--- src/udf_defines.vh ---
// Shared constants for the invalid-opcode and coprocessor-unavailable fault detector
`ifndef UDF_DEFINES_VH
`define UDF_DEFINES_VH

`define UDF_VEC_W          8
`define UDF_VEC_DIVIDE     8'h00
`define UDF_VEC_INV_OP     8'h06
`define UDF_VEC_COPROC_NA  8'h07
`define UDF_VEC_DBL_FAULT  8'h08
`define UDF_VEC_CONTRIB_LO 8'h0a
`define UDF_VEC_CONTRIB_HI 8'h0d
`define UDF_VEC_PAGE       8'h0e

`define UDF_CLS_W          2
`define UDF_CLS_BENIGN     2'h0
`define UDF_CLS_CONTRIB    2'h1
`define UDF_CLS_PAGE       2'h2

`define UDF_OPC_RSVD_A     8'hd6
`define UDF_OPC_RSVD_B     8'hf1

`define UDF_EXT_N          5
`define UDF_IP_W           32
`define UDF_ERR_W          32
`define UDF_ERR_ZERO       32'h0000_0000

`define UDF_ST_W           2
`define UDF_ST_IDLE        2'h0
`define UDF_ST_DELIVER     2'h1
`define UDF_ST_DBL         2'h2
`define UDF_ST_SHUTDOWN    2'h3

`endif

--- src/udf_classify.v ---
// Sorts an exception vector into benign, contributory or page-fault class
`timescale 1ns/1ps
`include "udf_defines.vh"
module udf_classify (
    input  wire [`UDF_VEC_W-1:0] i_vector,  // Exception vector
    output reg  [`UDF_CLS_W-1:0] o_class    // Class code
);
    always @* begin
        if (i_vector == `UDF_VEC_DIVIDE) begin
            o_class = `UDF_CLS_CONTRIB;
        end else if (i_vector >= `UDF_VEC_CONTRIB_LO && i_vector <= `UDF_VEC_CONTRIB_HI) begin
            o_class = `UDF_CLS_CONTRIB;
        end else if (i_vector == `UDF_VEC_PAGE) begin
            o_class = `UDF_CLS_PAGE;
        end else begin
            // Software and external interrupts land here too
            o_class = `UDF_CLS_BENIGN;
        end
    end
endmodule

--- src/udf_detect.v ---
// Retirement-time invalid-opcode and coprocessor-unavailable detector with double-fault sequencing
`timescale 1ns/1ps
`include "udf_defines.vh"
module udf_detect (
    input  wire                   i_ref_clk,                  // Core clock
    input  wire                   i_resetn,                   // Async reset, active low
    // Retiring instruction attributes from decode
    input  wire                   i_retire_valid,             // Instruction retiring this cycle
    input  wire [`UDF_IP_W-1:0]   i_retire_ip,                // Pointer of retiring instruction
    input  wire [7:0]             i_ins_opcode,               // Primary opcode byte
    input  wire                   i_ins_one_byte,             // Opcode is a single-byte form
    input  wire                   i_ins_reserved,             // Encoding invalid or reserved
    input  wire                   i_ins_bad_operand,          // Operand form illegal for opcode
    input  wire [`UDF_EXT_N-1:0]  i_ins_ext_req,              // Extensions this instruction needs
    input  wire [`UDF_EXT_N-1:0]  i_feature_id_query,         // Advertised extension flags
    input  wire                   i_ins_x87,                  // x87 floating-point instruction
    input  wire                   i_ins_pkint,                // Packed-integer instruction
    input  wire                   i_ins_simd,                 // Streaming SIMD instruction
    input  wire                   i_ins_trap_exempt,          // Fence, prefetch, pause, flush, nt store
    input  wire                   i_ins_mon_wait,             // Monitor or mwait
    input  wire                   i_ins_save_exempt,          // Exempt from SIMD state-save check
    input  wire                   i_ins_simd_fp_exc,          // SIMD FP exception produced
    input  wire                   i_ins_forced_undef,         // Forced-undefined instruction
    input  wire                   i_ins_lock,                 // Lock prefix present
    input  wire                   i_ins_lockable,             // Instruction may be locked
    input  wire                   i_ins_dest_mem,             // Destination is memory
    input  wire                   i_ins_sys_desc,             // Descriptor/verify/privilege-adjust op
    input  wire                   i_ins_resume_sysmgmt,       // Resume-from-system-management op
    input  wire                   i_ins_fpu_sync,             // FPU synchronise instruction
    input  wire                   i_ins_other_exc,            // Other fault found on this instruction
    input  wire [`UDF_VEC_W-1:0]  i_ins_other_vec,            // Vector of that other fault
    // Processor mode and control flags
    input  wire                   i_mode_real,                // Real-address mode
    input  wire                   i_mode_v86,                 // Virtual-8086 mode
    input  wire                   i_system_management_state,  // In system management state
    input  wire                   i_fpu_absent_trap_flag,     // Control reg zero trap flag
    input  wire                   i_task_switched_flag,       // Control reg zero task flag
    input  wire                   i_monitor_coprocessor_flag, // Control reg zero monitor flag
    input  wire                   i_simd_state_save_enable,   // Control reg four save enable
    input  wire                   i_simd_fp_fault_enable,     // Control reg four fault enable
    // Handler invocation feedback from delivery
    input  wire                   i_deliver_exc,              // Exception while invoking a handler
    input  wire [`UDF_VEC_W-1:0]  i_deliver_vec,              // Its vector
    input  wire                   i_deliver_done,             // Handler invocation finished
    // Exception report
    output reg                    o_exc_valid,                // One-cycle report strobe
    output reg  [`UDF_VEC_W-1:0]  o_exc_vector,               // Reported vector
    output reg  [`UDF_CLS_W-1:0]  o_exc_class,                // Reported class
    output reg                    o_err_valid,                // Error code to be pushed
    output reg  [`UDF_ERR_W-1:0]  o_err_code,                 // Error code value
    output reg  [`UDF_IP_W-1:0]   o_saved_ip,                 // Pointer to save
    output reg                    o_suppress,                 // Retiring instruction not executed
    output reg                    o_busy,                     // Handler invocation in progress
    output reg                    o_shutdown                  // Shutdown, stopped until reset
);
    // Invalid-opcode conditions
    wire rsvd_single = i_ins_one_byte &&
                       (i_ins_opcode == `UDF_OPC_RSVD_A || i_ins_opcode == `UDF_OPC_RSVD_B);
    wire c_reserved  = i_ins_reserved && !rsvd_single;
    wire c_operand   = i_ins_bad_operand;

    wire [`UDF_EXT_N-1:0] ext_missing;
    genvar g;
    generate
        for (g = 0; g < `UDF_EXT_N; g = g + 1) begin : g_ext
            assign ext_missing[g] = i_ins_ext_req[g] && !i_feature_id_query[g];
        end
    endgenerate
    wire c_ext       = |ext_missing;

    wire vec_ins     = i_ins_pkint || i_ins_simd;
    wire c_trap      = i_fpu_absent_trap_flag && vec_ins &&
                       !i_ins_trap_exempt && !i_ins_mon_wait;
    wire c_save      = !i_simd_state_save_enable && i_ins_simd &&
                       !i_ins_save_exempt;
    wire c_simd_fp   = i_ins_simd && i_ins_simd_fp_exc &&
                       !i_simd_fp_fault_enable;
    wire c_forced    = i_ins_forced_undef;
    wire c_lock      = i_ins_lock && (!i_ins_lockable || !i_ins_dest_mem);
    wire c_mode      = i_ins_sys_desc && (i_mode_real || i_mode_v86);
    wire c_resume    = i_ins_resume_sysmgmt && !i_system_management_state;

    wire inv_hit = c_reserved || c_operand || c_ext || c_trap || c_save ||
                   c_simd_fp || c_forced || c_lock || c_mode || c_resume;

    // Coprocessor-unavailable conditions
    wire cop_x87  = i_ins_x87 && i_fpu_absent_trap_flag;
    wire cop_sync = i_ins_fpu_sync && i_monitor_coprocessor_flag &&
                    i_task_switched_flag;
    wire cop_task = i_task_switched_flag && !i_fpu_absent_trap_flag &&
                    (i_ins_x87 || vec_ins) && !i_ins_trap_exempt;
    wire cop_hit  = cop_x87 || cop_sync || cop_task;

    // Invalid-opcode takes precedence, then coprocessor, then any other fault
    reg [`UDF_VEC_W-1:0] new_vec;
    reg                  new_hit;
    always @* begin
        new_hit = 1'h1;
        if (inv_hit) begin
            new_vec = `UDF_VEC_INV_OP;
        end else if (cop_hit) begin
            new_vec = `UDF_VEC_COPROC_NA;
        end else if (i_ins_other_exc) begin
            new_vec = i_ins_other_vec;
        end else begin
            new_vec = `UDF_VEC_INV_OP;
            new_hit = 1'h0;
        end
    end

    wire [`UDF_CLS_W-1:0] new_cls;
    wire [`UDF_CLS_W-1:0] dlv_cls;
    udf_classify u_cls_new (
        .i_vector (new_vec),
        .o_class  (new_cls)
    );
    udf_classify u_cls_dlv (
        .i_vector (i_deliver_vec),
        .o_class  (dlv_cls)
    );

    // Handler invocation sequencing
    reg [`UDF_ST_W-1:0]   state_r;
    reg [`UDF_ST_W-1:0]   state_nxt;
    reg [`UDF_CLS_W-1:0]  first_cls_r;
    reg [`UDF_CLS_W-1:0]  first_cls_nxt;
    reg                   rep_valid;
    reg [`UDF_VEC_W-1:0]  rep_vec;
    reg [`UDF_CLS_W-1:0]  rep_cls;
    reg                   rep_err;
    reg                   rep_own;

    // Only a non-serial pair (contributory after contributory, or contributory or page fault after page fault) escalates
    wire dbl_pair = (first_cls_r == `UDF_CLS_CONTRIB && dlv_cls == `UDF_CLS_CONTRIB) ||
                    (first_cls_r == `UDF_CLS_PAGE &&
                     (dlv_cls == `UDF_CLS_CONTRIB || dlv_cls == `UDF_CLS_PAGE));

    always @* begin
        state_nxt     = state_r;
        first_cls_nxt = first_cls_r;
        rep_valid     = 1'h0;
        rep_vec       = new_vec;
        rep_cls       = new_cls;
        rep_err       = 1'h0;
        rep_own       = 1'h0;
        case (state_r)
            `UDF_ST_IDLE: begin
                // Speculative or decoded-only work never reaches here
                if (i_retire_valid && new_hit) begin
                    rep_valid     = 1'h1;
                    rep_own       = 1'h1;
                    first_cls_nxt = new_cls;
                    state_nxt     = `UDF_ST_DELIVER;
                end
            end
            `UDF_ST_DELIVER: begin
                if (i_deliver_exc) begin
                    rep_valid = 1'h1;
                    if (dbl_pair) begin
                        rep_vec   = `UDF_VEC_DBL_FAULT;
                        rep_cls   = `UDF_CLS_BENIGN;
                        rep_err   = 1'h1;
                        state_nxt = `UDF_ST_DBL;
                    end else begin
                        rep_vec       = i_deliver_vec;
                        rep_cls       = dlv_cls;
                        first_cls_nxt = dlv_cls;
                    end
                end else if (i_deliver_done) begin
                    state_nxt = `UDF_ST_IDLE;
                end
            end
            `UDF_ST_DBL: begin
                if (i_deliver_exc) begin
                    state_nxt = `UDF_ST_SHUTDOWN;
                end else if (i_deliver_done) begin
                    state_nxt = `UDF_ST_IDLE;
                end
            end
            `UDF_ST_SHUTDOWN: begin
                // Left only through reset
                state_nxt = `UDF_ST_SHUTDOWN;
            end
            default: begin
                state_nxt = `UDF_ST_IDLE;
            end
        endcase
    end

    always @(posedge i_ref_clk or negedge i_resetn) begin
        if (!i_resetn) begin
            state_r      <= `UDF_ST_IDLE;
            first_cls_r  <= `UDF_CLS_BENIGN;
            o_exc_valid  <= 1'h0;
            o_exc_vector <= `UDF_VEC_DIVIDE;
            o_exc_class  <= `UDF_CLS_BENIGN;
            o_err_valid  <= 1'h0;
            o_err_code   <= `UDF_ERR_ZERO;
            o_saved_ip   <= {`UDF_IP_W{1'h0}};
            o_suppress   <= 1'h0;
            o_busy       <= 1'h0;
            o_shutdown   <= 1'h0;
        end else begin
            state_r      <= state_nxt;
            first_cls_r  <= first_cls_nxt;
            o_exc_valid  <= rep_valid;
            o_exc_vector <= rep_vec;
            o_exc_class  <= rep_cls;
            // Neither fault here pushes a code; only the double fault does, and it is zero
            o_err_valid  <= rep_valid && rep_err;
            o_err_code   <= `UDF_ERR_ZERO;
            if (rep_own) begin
                o_saved_ip <= i_retire_ip;
            end
            // Faulting instruction is dropped so no program state changes
            o_suppress   <= rep_own;
            o_busy       <= (state_nxt != `UDF_ST_IDLE);
            o_shutdown   <= (state_nxt == `UDF_ST_SHUTDOWN);
        end
    end
endmodule

--- config.mk ---
export PLATFORM = sky130hd
export DESIGN_NAME = udf_detect
export DESIGN_NICKNAME = d
export VERILOG_FILES = /design/src/udf_classify.v /design/src/udf_detect.v
export VERILOG_INCLUDE_DIRS = /design/src
export SDC_FILE = /design/constraint.sdc
export NUM_CORES = 1
export LEC_CHECK = 0
export BUFFER_PORTS_ARGS = -buffer_cell sky130_fd_sc_hd__buf_2
export CORE_UTILIZATION = 42
export CTS_CLUSTER_SIZE = 28
export DETAILED_ROUTE_END_ITERATION = 7
export PLACE_DENSITY = 0.87
export SETUP_SLACK_MARGIN = 0.5
export SYNTH_ARGS = -nofsm -noshare
export SYNTH_HDL_FRONTEND = slang
export SYNTH_SLANG_ARGS = --single-unit
--- constraint.sdc ---
create_clock -name i_ref_clk -period 2.7 [get_ports i_ref_clk]
set_clock_uncertainty 0.05 [all_clocks]
set_input_delay 0 -clock i_ref_clk [delete_from_list [all_inputs] [get_ports i_ref_clk]]
set_output_delay 0 -clock i_ref_clk [all_outputs]
set_load 0.03 [all_outputs]
==> flow_summary_export.csv <==
group,metric,value,unit
global_route,antenna_found_initial,0,
worst_setup_path,worstSetupPathType,"register to register",
clock_tree,clk-insertion-delay-late,0.30,ns
timing,fin_tns_setup,0,ns
status,status,"finished clean",
flow_run,cap_violations,0,
pwr,power.total,0.002898,W
layout,final_layout_size_suffix_gt1_share,44.66,%
logic_synthesis,synth-xor-area-share,0,%
place,gp_congestion,0.8227,
worst_setup_path,worstSetupStartpointType,"register",
detailed_routing,wl_per_cell,15.94,um
logic_synthesis,synthMuxAreaShare,17.22,%
global_route,grt_pass1_wl,11320,um
floorplanning,die-area,6653,um^2
global_route,grt_overflow,0,
clock_tree,postCtsSetupBuffers,0,
layout,antenna-diode-count,0,
floorplanning,ios,176,
clock_tree,cts_sinks,51,
layout,stdcell_area,3892,um^2
clock_tree,htree_levels,2,
logic_synthesis,yosys-top-cells-area,"dfrtp_1 (48%), mux2_4 (11%), buf_4 (9.0%)",
detailed_routing,first_pass_iters,4,
clock_tree,cts_tree,"yes",
clock_tree,numCtsBuffers,5,
logic_synthesis,async_reset_ff_share,100.0,%
worst_setup_path,path_cells,"nor2b_1, nand2_1, nor2_2, a31oi_1, mux2_1",
detailed_routing,via_count,2468,
timing,worst_pin_slew,1.100,ns
place,io_buffer_count,143,
timing,max_slew_margin,26.64,%
logic_synthesis,synth_seq_cells,51,
worst_setup_path,critPathMaxFanout,9,
pwr,ir_worst_vdd,0.5841,mV
layout,area_growth,46.40,%
floorplanning,core,6026,um^2
pwr,p_leak,2.050,nW
logic_synthesis,ys_seq_area_share,48.00,%
logic_synthesis,synth_area,2659,um^2
clock_tree,clockRootBuffer,"clkbuf_8",
worst_setup_path,slowest_delay,0.47,ns
detailed_routing,ant_nets,0,
place,place_area,3297,um^2
timing,setup-violations-final,0,
layout,fin_util,64.60,%
floorplanning,die_w,81.57,um
place,hpwl,4892,um
floorplanning,start_util,44.12,%
floorplanning,num_rows,28,
global_route,grt_max_degree,52,
logic_synthesis,yosys.area.top_type_share,48.00,%
logic_synthesis,syn_area_per_cell,12.25,um^2
detailed_routing,viasPerCell,5.068,
pwr,p_per_area,744.4,nW/um^2
min_path,min_path_type,"input pin to register",
logic_synthesis,synth_fa_ha_area_share,0.4706,%
worst_setup_path,crit_slowest_cell,"dfrtp_1",
logic_synthesis,yosysWarningCount,0,
global_route,grt_pass1_vias,2366,
logic_synthesis,netlist_instances,217,
logic_synthesis,synth_top_family_by_area,"multiplexers",
timing,finalMaxSlewViolations,0,
layout,nets,509,
floorplanning,die_h,81.57,um
logic_synthesis,synth_cell_types,46,
timing,fin_crit_sh,74.24,%
global_route,grtUsageTotal,22.90,%
timing,hold_viol_final,0,
detailed_routing,post-route-drc-count,0,
timing,rsz0062_at_grt,"false",
clock_tree,cts.clk_slew.worst_paths,0.10,ns
logic_synthesis,synth_area_leader_cell,"dfrtp_1",
detailed_routing,drt_wl_total,7765,um
worst_setup_path,required,2.84,ns
timing,fin_crit,2.004,ns
logic_synthesis,synth_flop_cell,"dfrtp_1",
worst_setup_path,cp-end-kind,"register",
layout,seq_area,1276,um^2
layout,nFillCells,418,
layout,multi_input_area,1172,um^2
worst_setup_path,crit_arrival,2.15,ns
logic_synthesis,synth-edff-count,0,
logic_synthesis,synth-simple-area-share,10.59,%
detailed_routing,drt_iter0_markers,147,
logic_synthesis,synth-compound-area-share,11.20,%
clock_tree,cts_buffer_depth,2,
timing,fmax,498.9,MHz
[repair_timing]
| action | 4_1_cts | 5_1_grt |
|---|---|---|
| setup endpoints to repair | 0 | 2 |
| hold buffers | 48 | 0 |
| resized for setup | 0 | 1 |
| hold endpoints to repair | 93 | 0 |
[cells by family after synthesis]
family,count (synthesis)
other,1
AND/OR/NAND/NOR,46
adder cells (fa/ha/maj),1
multiplexers,34
AO/OA/AOI/OAI,39
buffers and inverters,45
flip-flops,51
[placed cells by master, fill, tap and decap left out, types with 2 or more instances in the layout]
cell type,netlist,routed
nor2_1,8,7
and2_1,3,3
nand4_1,3,3
mux2_4,20,20
o31ai_1,3,3
nor4_1,2,2
a22o_1,5,5
o22ai_1,2,2
nand2b_1,4,4
dlygate4sd3_1,0,48
o21a_1,3,3
and4bb_1,2,2
buf_2,0,143
mux2_1,8,8
conb_1,1,32
nand2_1,11,11
inv_1,9,9
dfrtp_1,51,51
clkbuf_8,0,5
o21ai_0,7,7
mux2_2,6,6
a21oi_1,7,7
nor2b_1,4,4
[final cells by class]
type | count | share of cell area (%)
multi-input combinational | 152 | 30.12
clock inverter | 3 | 1.125
inverter | 9 | 0.8679
tap | 75 | 2.411
sequential | 51 | 32.79
clock buffer | 5 | 1.768
timing repair buffer | 192 | 30.92
[worst max-delay path, delay by kind of cell, from the launching register on]
kind	cells	cell delay (ns)
and+or+nand+nor	3	0.94
DFF	1	0.47
muxes	1	0.33
AOI/OAI and AO/OA	1	0.12
[where the power goes]
| group | internal, W | total [W] | switching (W) | leakage, nW |
|---|---|---|---|---|
| Sequential | 0.000970 | 0.00109 | 0.000121 | 0.619 |
| Clock | 0.000276 | 0.000531 | 0.000255 | 0.0581 |
| Combinational | 0.000487 | 0.00128 | 0.000788 | 1.37 |
| Total | 0.00173 | 0.00290 | 0.00116 | 2.05 |
[Yosys cell counts, types with 2 or more instances]
| library cell | instances |
|---|---|
| a21oi_1 | 7 |
| a22o_1 | 5 |
| and2_1 | 3 |
| and4bb_1 | 2 |
| buf_12 | 2 |
| buf_4 | 32 |
| dfrtp_1 | 51 |
| inv_1 | 9 |
| mux2_1 | 8 |
| mux2_2 | 6 |
| mux2_4 | 20 |
| nand2_1 | 11 |
| nand2b_1 | 4 |
| nand4_1 | 3 |
| nor2_1 | 8 |
| nor2b_1 | 4 |
| nor4_1 | 2 |
| o21a_1 | 3 |
| o21ai_0 | 7 |
| o22ai_1 | 2 |
| o31ai_1 | 3 |
[per-layer routing]
metal / GRT usage, % / up-vias / wire length, um
met4: 10.00 / 0 / 199
met3: 4.667 / 22 / 773
met2: 42.75 / 178 / 3856
met5: 0 / - / 0
li1: - / 1092 / -
met1: 24.70 / 1176 / 2935
[path summary, 6_finish.rpt]
kind | from | endpoint | slack [ns] | cells past startpoint
setup / recovery | state_r[1] | first_cls_r[1] | 0.70 | 5
hold / removal | i_deliver_done | o_busy | 0.05 | 4
setup reg to reg | state_r[1] | first_cls_r[1] | 0.70 | 5
hold reg to reg | o_saved_ip[27] | o_saved_ip[27] | 0.45 | 1
max in group asynchronous | i_resetn | o_saved_ip[23] | 1.52 | 2
min in group asynchronous | i_resetn | o_saved_ip[12] | 0.40 | 2
[state kept, by name, summed over array words and instances, names as in the netlist]
signal,cells
state_r,2
o_err_valid,1
o_exc_vector,8
o_busy,1
o_exc_class,2
o_exc_valid,1
first_cls_r,2
o_suppress,1
o_shutdown,1
o_saved_ip,32
[through the flow]
step / hold slack, ns / worst slack (ns) / instances
after detailed placement: 0.1706 / 0.4032 / 431
after CTS: 0.02374 / 0.5521 / 487
after global placement: 0.1634 / 0.4794 / 431
after floorplan: -0.3456 / 0.6026 / 248
after global routing: 0.05113 / 0.5454 / 487
final: 0.05033 / 0.6956 / 487
Power figures use the tool's default switching activity.
